--- src/core/lom_pkg.sv ---
// Constants shared by the lost motion compensation block
package lom_pkg;
  // Register byte addresses
  localparam logic [7:0] ADDR_CTRL    = 8'h00;
  localparam logic [7:0] ADDR_AMT_PRI = 8'h04;
  localparam logic [7:0] ADDR_AMT_SEC = 8'h08;
  localparam logic [7:0] ADDR_OFFSET  = 8'h0C;
  localparam logic [7:0] ADDR_DELAY   = 8'h10;
  localparam logic [7:0] ADDR_BAND    = 8'h14;
  localparam logic [7:0] ADDR_GAIN    = 8'h18;
  localparam logic [7:0] ADDR_STATUS  = 8'h1C;
  localparam logic [7:0] ADDR_MASK    = 8'h20;
  localparam logic [7:0] ADDR_STATE   = 8'h24;
  localparam logic [7:0] ADDR_MODEL   = 8'h28;
  // Fields of special_function_select
  localparam int SEL_TYPE_LOW  = 8;
  localparam int SEL_TYPE_HIGH = 9;
  localparam int SEL_OVS       = 10;
  localparam int SEL_AFT       = 15;
  // Status and mask bits
  localparam int STS_REV_POS   = 0;
  localparam int STS_REV_NEG   = 1;
  localparam int STS_APPLIED   = 2;
  localparam int STS_PARAM_ERR = 3;
  // Ranges
  localparam int AMT_MIN      = -1;
  localparam int AMT_MAX      = 200;
  localparam int OFS_MIN      = -100;
  localparam int OFS_MAX      = 100;
  localparam int DLY_MAX_MS   = 2000;
  localparam int BAND_MAX_UM  = 100;
  localparam logic [6:0] BAND_ZERO_UM = 7'h02;
  // Scaling: one stall percent in torque units
  localparam int TORQUE_PER_PCT = 100;
  // Reset values
  localparam logic [15:0] RST_CTRL = 16'h0000;
  localparam logic [15:0] RST_GAIN = 16'h1000;
  localparam logic [3:0]  RST_MASK = 4'h0;
  // Timing
  localparam int CLK_PERIOD_NS = 8;
  localparam int DELAY_UNIT_MS = 1;
  localparam int NS_PER_MS     = 1000000;
  localparam int CYC_PER_MS    = DELAY_UNIT_MS * NS_PER_MS / CLK_PERIOD_NS;
endpackage

--- src/core/lom_comp.sv ---
`timescale 1ns/1ps
// Lost motion compensation core with APB register slave
module lom_comp #(
  parameter int CYC_PER_MS = lom_pkg::CYC_PER_MS
) (
  // Clock and reset
  input  wire logic        core_clk,
  input  wire logic        rstn,
  // APB slave
  input  wire logic        psel,
  input  wire logic        penable,
  input  wire logic        pwrite,
  input  wire logic [7:0]  paddr,
  input  wire logic [31:0] pwdata,
  output logic      [31:0] prdata,
  output logic             pready,
  output logic             pslverr,
  // Servo loop
  input  wire logic        sample_tick,
  input  wire logic [31:0] pos_cmd,
  input  wire logic        ff_active,
  input  wire logic [15:0] torque_in,
  output logic      [15:0] torque_out,
  output logic      [15:0] collision_offset,
  // Interrupt
  output logic             irq
);
  typedef struct packed {
    logic        pready;
    logic        pslverr;
    logic [31:0] prdata;
    logic [15:0] ctrl;
    logic [15:0] amt_pri;
    logic [15:0] amt_sec;
    logic [15:0] ofs;
    logic [10:0] dly;
    logic [6:0]  band;
    logic [15:0] gain;
    logic [3:0]  sts;
    logic [3:0]  mask;
    logic        irq;
    logic        pend_neg;
    logic        arm;
    logic [15:0] comp;
    logic [15:0] torque;
    logic [15:0] coll;
  } lom_comp_s;
  lom_comp_s q, d;

  logic [31:0] model_pos;
  logic        dir_neg;
  logic        rev;
  logic        rev_neg;
  logic        dly_busy;
  logic        fire;
  logic [6:0]  eff_band;
  logic        acc;
  logic        wr;
  logic        rd;
  logic        err;
  logic [3:0]  ev;
  logic [3:0]  clr;
  logic        type_on;
  logic [15:0] amt;
  int          raw;

  function automatic logic in_range(input logic [31:0] v, input int lo, input int hi);
    return $signed(v) >= lo && $signed(v) <= hi;
  endfunction

  function automatic logic [15:0] sat16(input int v);
    if (v > 32767) begin
      return 16'h7FFF;
    end else if (v < -32768) begin
      return 16'h8000;
    end
    return v[15:0];
  endfunction

  // Amount for the new direction; zero borrows the other side
  function automatic logic [15:0] pick_amt(input logic neg, input logic [15:0] pri, input logic [15:0] sec);
    logic [15:0] own;
    logic [15:0] other;
    own   = neg ? sec : pri;
    other = neg ? pri : sec;
    return (own == 16'h0000) ? other : own;
  endfunction

  function automatic logic ctrl_ok(input logic [15:0] v);
    if (v[lom_pkg::SEL_TYPE_LOW] && v[lom_pkg::SEL_TYPE_HIGH]) begin
      return 1'b0;
    end
    if (v[lom_pkg::SEL_TYPE_LOW] && (v[lom_pkg::SEL_OVS] || v[lom_pkg::SEL_AFT])) begin
      return 1'b0;
    end
    return 1'b1;
  endfunction

  function automatic logic mapped(input logic [7:0] a);
    return a <= lom_pkg::ADDR_MODEL && a[1:0] == 2'b00;
  endfunction

  // Dead band only matters under feed-forward; zero means the minimum
  assign eff_band = !ff_active ? 7'h00 :
                    (q.band == 7'h00) ? lom_pkg::BAND_ZERO_UM : q.band;

  lom_model u_model (
    .core_clk    (core_clk),
    .rstn        (rstn),
    .sample_tick (sample_tick),
    .pos_cmd     (pos_cmd),
    .gain        (q.gain),
    .band        (eff_band),
    .model_pos   (model_pos),
    .dir_neg     (dir_neg),
    .rev         (rev),
    .rev_neg     (rev_neg)
  );

  lom_delay #(
    .CYC_PER_MS (CYC_PER_MS)
  ) u_delay (
    .core_clk (core_clk),
    .rstn     (rstn),
    .start    (rev),
    .delay_ms (q.dly),
    .busy     (dly_busy),
    .fire     (fire)
  );

  always_comb begin
    d = q;
    acc = psel & penable & q.pready;
    wr = acc & pwrite;
    rd = acc & ~pwrite;
    err = 1'b0;
    ev = 4'h0;
    amt = 16'h0000;
    raw = 0;
    type_on = q.ctrl[lom_pkg::SEL_TYPE_LOW] ^ q.ctrl[lom_pkg::SEL_TYPE_HIGH];
    // Answer in the second access cycle; data captured one edge before
    d.pready = psel & penable & ~q.pready;
    d.pslverr = 1'b0;
    d.prdata = 32'h00000000;
    if (psel & penable & ~q.pready) begin
      d.pslverr = ~mapped(paddr);
      case (paddr)
        lom_pkg::ADDR_CTRL:    d.prdata = {16'h0000, q.ctrl};
        lom_pkg::ADDR_AMT_PRI: d.prdata = 32'($signed(q.amt_pri));
        lom_pkg::ADDR_AMT_SEC: d.prdata = 32'($signed(q.amt_sec));
        lom_pkg::ADDR_OFFSET:  d.prdata = 32'($signed(q.ofs));
        lom_pkg::ADDR_DELAY:   d.prdata = {21'h000000, q.dly};
        lom_pkg::ADDR_BAND:    d.prdata = {25'h0000000, q.band};
        lom_pkg::ADDR_GAIN:    d.prdata = {16'h0000, q.gain};
        lom_pkg::ADDR_STATUS:  d.prdata = {28'h0000000, q.sts};
        lom_pkg::ADDR_MASK:    d.prdata = {28'h0000000, q.mask};
        lom_pkg::ADDR_STATE:   d.prdata = {26'h0000000, q.ctrl[9:8], q.arm, dly_busy, q.pend_neg, dir_neg};
        lom_pkg::ADDR_MODEL:   d.prdata = model_pos;
        default:               d.prdata = 32'h00000000;
      endcase
    end
    if (wr) begin
      case (paddr)
        lom_pkg::ADDR_CTRL: begin
          if (ctrl_ok(pwdata[15:0]) && pwdata[31:16] == 16'h0000) d.ctrl = pwdata[15:0];
          else err = 1'b1;
        end
        lom_pkg::ADDR_AMT_PRI: begin
          if (in_range(pwdata, lom_pkg::AMT_MIN, lom_pkg::AMT_MAX)) d.amt_pri = pwdata[15:0];
          else err = 1'b1;
        end
        lom_pkg::ADDR_AMT_SEC: begin
          if (in_range(pwdata, lom_pkg::AMT_MIN, lom_pkg::AMT_MAX)) d.amt_sec = pwdata[15:0];
          else err = 1'b1;
        end
        lom_pkg::ADDR_OFFSET: begin
          if (in_range(pwdata, lom_pkg::OFS_MIN, lom_pkg::OFS_MAX)) d.ofs = pwdata[15:0];
          else err = 1'b1;
        end
        lom_pkg::ADDR_DELAY: begin
          if (in_range(pwdata, 0, lom_pkg::DLY_MAX_MS)) d.dly = pwdata[10:0];
          else err = 1'b1;
        end
        lom_pkg::ADDR_BAND: begin
          if (in_range(pwdata, 0, lom_pkg::BAND_MAX_UM)) d.band = pwdata[6:0];
          else err = 1'b1;
        end
        lom_pkg::ADDR_GAIN: d.gain = pwdata[15:0];
        lom_pkg::ADDR_MASK: d.mask = pwdata[3:0];
        default: d.gain = q.gain;
      endcase
    end
    ev[lom_pkg::STS_PARAM_ERR] = err;
    // Collision detection sees the offset; the plain torque path does not
    d.coll = sat16(int'($signed(q.ofs)) * lom_pkg::TORQUE_PER_PCT);
    // Plain path every tick, compensation only on the armed tick
    if (sample_tick) begin
      if (q.arm) begin
        d.torque = sat16(int'($signed(torque_in)) + int'($signed(q.comp)));
        d.arm = 1'b0;
        ev[lom_pkg::STS_APPLIED] = 1'b1;
      end else begin
        d.torque = torque_in;
      end
    end
    if (rev) begin
      d.pend_neg = rev_neg;
      ev[rev_neg ? lom_pkg::STS_REV_NEG : lom_pkg::STS_REV_POS] = 1'b1;
    end
    if (fire) begin
      amt = pick_amt(q.pend_neg, q.amt_pri, q.amt_sec);
      raw = (q.pend_neg ? -int'($signed(amt)) : int'($signed(amt))) + int'($signed(q.ofs));
      if (type_on && amt != 16'hFFFF && amt != 16'h0000) begin
        d.arm = 1'b1;
        d.comp = sat16(raw * lom_pkg::TORQUE_PER_PCT);
      end
    end
    // Only bits that were reported are cleared, so a new event survives
    clr = (rd && paddr == lom_pkg::ADDR_STATUS) ? q.prdata[3:0] : 4'h0;
    d.sts = (q.sts & ~clr) | ev;
    d.irq = |(d.sts & d.mask);
  end

  always_ff @(posedge core_clk or negedge rstn) begin
    if (!rstn) begin
      q <= '0;
      q.ctrl <= lom_pkg::RST_CTRL;
      q.gain <= lom_pkg::RST_GAIN;
      q.mask <= lom_pkg::RST_MASK;
    end else begin
      q <= d;
    end
  end

  assign prdata           = q.prdata;
  assign pready           = q.pready;
  assign pslverr          = q.pslverr;
  assign torque_out       = q.torque;
  assign collision_offset = q.coll;
  assign irq              = q.irq;
endmodule

--- src/core/lom_model.sv ---
`timescale 1ns/1ps
// Model position filter and reversal detector with dead band
module lom_model (
  // Clock and reset
  input  wire logic        core_clk,
  input  wire logic        rstn,
  // Command side
  input  wire logic        sample_tick,
  input  wire logic [31:0] pos_cmd,
  input  wire logic [15:0] gain,
  input  wire logic [6:0]  band,
  // Results
  output logic      [31:0] model_pos,
  output logic             dir_neg,
  output logic             rev,
  output logic             rev_neg
);
  typedef struct packed {
    logic [31:0] model;
    logic [31:0] peak;
    logic        known;
    logic        neg;
    logic        rev;
  } lom_model_s;
  lom_model_s q, d;
  logic signed [63:0] diff;
  logic signed [63:0] prod;
  logic signed [31:0] nm;
  logic signed [31:0] exc;

  always_comb begin
    d = q;
    d.rev = 1'b0;
    diff = 64'($signed(pos_cmd)) - 64'($signed(q.model));
    prod = diff * 64'($signed({1'b0, gain}));
    nm = $signed(q.model) + $signed(prod[47:16]);
    exc = q.neg ? nm - $signed(q.peak) : $signed(q.peak) - nm;
    if (sample_tick) begin
      d.model = nm;
      if ((q.neg && nm < $signed(q.peak)) || (!q.neg && nm > $signed(q.peak))) begin
        // Travel on the current side also fixes the direction, so the next turn counts
        d.peak  = nm;
        d.known = 1'b1;
      end else if (exc > $signed({25'h0, band})) begin
        d.peak  = nm;
        d.neg   = ~q.neg;
        d.known = 1'b1;
        d.rev   = q.known;
      end
    end
  end

  always_ff @(posedge core_clk or negedge rstn) begin
    if (!rstn) begin
      q <= '0;
    end else begin
      q <= d;
    end
  end

  assign model_pos = q.model;
  assign dir_neg   = q.neg;
  assign rev       = q.rev;
  assign rev_neg   = q.neg;
endmodule

--- src/core/lom_delay.sv ---
`timescale 1ns/1ps
// Millisecond delay timer for the compensation instant
module lom_delay #(
  parameter int CYC_PER_MS = lom_pkg::CYC_PER_MS
) (
  // Clock and reset
  input  wire logic        core_clk,
  input  wire logic        rstn,
  // Control
  input  wire logic        start,
  input  wire logic [10:0] delay_ms,
  // Result
  output logic             busy,
  output logic             fire
);
  typedef struct packed {
    logic        busy;
    logic [10:0] ms_left;
    logic [23:0] cyc;
    logic        fire;
  } lom_delay_s;
  lom_delay_s q, d;
  localparam logic [23:0] CYC_LAST = 24'(CYC_PER_MS - 1);

  always_comb begin
    d = q;
    d.fire = 1'b0;
    if (start) begin
      // A newer reversal replaces one still waiting
      d.busy    = 1'b1;
      d.ms_left = delay_ms;
      d.cyc     = '0;
    end else if (q.busy) begin
      if (q.ms_left == 11'h000) begin
        d.busy = 1'b0;
        d.fire = 1'b1;
      end else if (q.cyc == CYC_LAST) begin
        d.cyc     = '0;
        d.ms_left = q.ms_left - 11'h001;
      end else begin
        d.cyc = q.cyc + 24'h000001;
      end
    end
  end

  always_ff @(posedge core_clk or negedge rstn) begin
    if (!rstn) begin
      q <= '0;
    end else begin
      q <= d;
    end
  end

  assign busy = q.busy;
  assign fire = q.fire;
endmodule

--- config.mk ---
export PLATFORM = sky130hd
export DESIGN_NAME = lom_comp
export DESIGN_NICKNAME = d
export VERILOG_FILES = /design/src/core/lom_pkg.sv /design/src/core/lom_comp.sv /design/src/core/lom_model.sv /design/src/core/lom_delay.sv
export SDC_FILE = /design/constraint.sdc
export NUM_CORES = 2
export LEC_CHECK = 0
export BUFFER_PORTS_ARGS = -buffer_cell sky130_fd_sc_hd__buf_4
export CAP_MARGIN = 5
export CORE_UTILIZATION = 31
export CTS_CLUSTER_DIAMETER = 50
export CTS_CLUSTER_SIZE = 8
export DETAILED_ROUTE_END_ITERATION = 7
export PLACE_DENSITY = 0.55
export SLEW_MARGIN = 20
export SYNTH_ARGS = -nofsm -noshare
export SYNTH_HDL_FRONTEND = slang
export SYNTH_SLANG_ARGS = --single-unit
--- constraint.sdc ---
create_clock -name core_clk -period 14.7 [get_ports core_clk]
set_clock_uncertainty 0.05 [all_clocks]
set_input_delay 1.47 -clock core_clk [delete_from_list [all_inputs] [get_ports core_clk]]
set_output_delay 1.47 -clock core_clk [all_outputs]
set_load 0.03 [all_outputs]
==> impl_metrics.env <==
export IMPL_remaining_drc_errors=16
export IMPL_grt_overflow_total=0
export IMPL_syn_avg_cell_area_um2=8.62
export IMPL_outcome="finished, violations left"
export IMPL_synthCells=5233
export IMPL_yosys_cell_types_count=100
export IMPL_dr_pass1_iters=8
export IMPL_htree_levels=2
export IMPL_setup_tns_ns=0
export IMPL_die_height_um=384
export IMPL_hold_path_class="flop to flop"
export IMPL_setup_violations=0
export IMPL_die_x_um=384
export IMPL_synth_common_cells="inv_1 (894), nand2_1 (561), fa_1 (534), ha_1 (414), dfrtp_1 (292)"
export IMPL_initial_utilization_pct=31.3
export IMPL_crit_fanout=16
export IMPL_slew_headroom_pct=29.7
export IMPL_rows=139
export IMPL_syn_to_final_growth_pct=15.5
export IMPL_dpl_hpwl_um=123000
export IMPL_fin_ws_ns=0.735
export IMPL_fp_dieArea_um2=147000
export IMPL_routed_wl_um=149000
export IMPL_synth_largest_area_cell="fa_1"
export IMPL_cpMostUsedCell="fa_1"
export IMPL_wl_per_cell_um=20.0
export IMPL_grt_max_degree=113
export IMPL_ys_seq_area_share_pct=16.3
export IMPL_rrSetupSlack_ns=1.01
export IMPL_ff2ff_path_depth=55
export IMPL_core_um2=144000
export IMPL_ys_warn_count=0
export IMPL_via_count=38100
export IMPL_min_period_over_period_pct=95.0
export IMPL_portBuffers=161
export IMPL_first_global_vias=40000
export IMPL_clock_latency_ns=0.60
export IMPL_nets=6591
export IMPL_synth_edf_count=0
export IMPL_cts_root_buffer="clkbuf_16"
export IMPL_synth_area_um2=45100
export IMPL_cts_buffer_depth=3
export IMPL_path_class="input port to flop"
export IMPL_ant_nets=0
export IMPL_drtIter0Drc=2460
export IMPL_maxSlewViolCount=0
export IMPL_rr_endpoint="u_model.q[3]$_DFFE_PN0P_"
export IMPL_hold_viol_final=0
export IMPL_clock_sinks=293
export IMPL_min_path_cells=1
export IMPL_grt_pass1_wl_um=233000
export IMPL_holdPathEnd="u_model.q[2]$_DFFE_PN0P_"
export IMPL_max_freq_mhz=71.6
export IMPL_cts_made_buffers=48
export IMPL_ys_ff_latch=293
export IMPL_place_congestion=0.934
export IMPL_worstMarginPinSlew_ns=1.05
export IMPL_antenna_found_initial=5
export IMPL_maxCapViolCount=0
export IMPL_grtUsageTotal_pct=20.3
export IMPL_via_per_inst=5.10
export IMPL_required_ns=15.17
export IMPL_synth_top_area_share_pct=23.7
export IMPL_synth_area_leaders="fa_1 (24%), dfrtp_1 (16%), ha_1 (11%), inv_1 (7.4%), nand2_1 (4.7%)"
export IMPL_yosysMostFrequentCell="inv_1"
export IMPL_ys_flop_type="dfrtp_1"
export IMPL_async_flop_share_pct=100
export IMPL_layout_min_cycle_time_ns=13.97
export IMPL_layout_drive_gt1_share_pct=14.2
export IMPL_synth_fp_nets=6276
export IMPL_hold_start="u_model.q[2]$_DFFE_PN0P_"
export IMPL_violations="DRC"
export IMPL_crit_path_start_kind="input port"
export IMPL_cp_end_kind="flop"
export IMPL_ios=162
export IMPL_post_place_ws_ns=-0.526
export IMPL_cpPeakStageDelay_ns=0.56
export IMPL_cp_data_arrival_time_ns=14.44
export IMPL_clkSlewWorstSetupHoldPaths_ns=0.05
export IMPL_cts_tree="done"
export IMPL_cpMaxStageDelayCell="fa_1"
export IMPL_worstReg2RegStart="u_model.model_pos[13]$_DFFE_PN0P_"
[repair_timing]
action,in CTS,in global routing
hold buffers,0,0
pin swaps,0,11
setup endpoints to repair,26,35
resized for setup,2,63
setup buffers,0,8
[cells by family (layout without fill, tap and decap cells)]
group / Yosys count / in the layout / synth area share, %
simple gates: 1453 / 1453 / 15.8
buf+inv: 1172 / 1505 / 10.3
compound gates: 1008 / 1008 / 14.8
fa+ha+maj: 950 / 950 / 35.2
flops: 293 / 293 / 16.3
xor+xnor: 219 / 219 / 4.30
mux: 138 / 138 / 3.30
other cells: 0 / 5 / 0
[placed cells by master, fill, tap and decap left out, drive strengths merged, types with 53 or more instances in the layout]
cell type	count
nand2	561
buf	543
a31oi	53
nand3	67
xnor2	145
dfrtp	292
and2	238
fa	534
clkbuf	59
nor3	63
nor2	232
mux2	87
ha	414
a21o	88
a21oi	251
o21ai	224
xor2	73
inv	895
[worst max-delay path, delay by kind of cell]
family          cells  cell delay (ns)
compound gates     19             3.98
xor+xnor            4             0.80
fa+ha+maj          11             4.45
buf+inv            13             1.57
mux                 3             0.66
simple gates        8             1.44
[worst max-delay path by stage]
stage | from | endpoint | slack (ns) | cells past startpoint
detailed placement | pos_cmd[1] | u_model.q[12]$_DFFE_PN0P_ | -0.53 | 59
finish | pos_cmd[0] | u_model.q[3]$_DFFE_PN0P_ | 0.73 | 58
CTS | u_model.model_pos[1]$_DFFE_PN0P_ | u_model.q[3]$_DFFE_PN0P_ | 0.09 | 56
global placement | pos_cmd[1] | u_model.q[21]$_DFFE_PN0P_ | -0.29 | 57
global route | pos_cmd[0] | u_model.q[17]$_DFFE_PN0P_ | -0.01 | 61
floorplan | pos_cmd[0] | u_model.q[26]$_DFFE_PN0P_ | 0.45 | 56
[registers in the layout (all words and copies together) (netlist names)]
register,cells
u_model.dir_neg,1
u_model.rev,1
prdata,32
u_model.q,33
pslverr,1
irq,1
u_delay.q,35
torque_out,16
pready,1
u_model.model_pos,32
q,123
u_delay.busy,1
u_delay.fire,1
collision_offset,15
[per-stage QoR]
step | hold slack, ns | instance area [µm²] | instances | util [%]
2_1_floorplan | 0.375 | 45100 | 5233 | -
3_3_place_gp | 0.414 | 50300 | 7393 | 35.0
3_5_place_dp | 0.414 | 50300 | 7393 | 35.0
4_1_cts | 0.430 | 51800 | 7461 | 36.0
5_1_grt | 0.459 | 52100 | 7470 | 36.2
6_report | 0.425 | 52100 | 7474 | 36.2
[per-layer routing]
| metal | vias to the layer above | wire length, µm | track usage (%) |
|---|---|---|---|
| met5 | - | 0 | 0 |
| met4 | 0 | 6510 | 7.79 |
| li1 | 17800 | - | - |
| met2 | 941 | 73800 | 35.7 |
| met1 | 19100 | 62500 | 25.5 |
| met3 | 230 | 6390 | 1.87 |
[cell type report]
class	instances	area, µm²
Fill cell	14900	91900
Multi-Input combinational cell	3768	33400
Sequential cell	293	7340
Timing Repair Buffer	543	4160
Inverter	894	3360
Tap cell	1903	2380
Clock buffer	59	1300
Clock inverter	9	126
Antenna cell	5	12.5
Power is left out: the tool's default activity adds up to more than one toggle a clock period on the data nets, which glitch-free logic cannot reach.
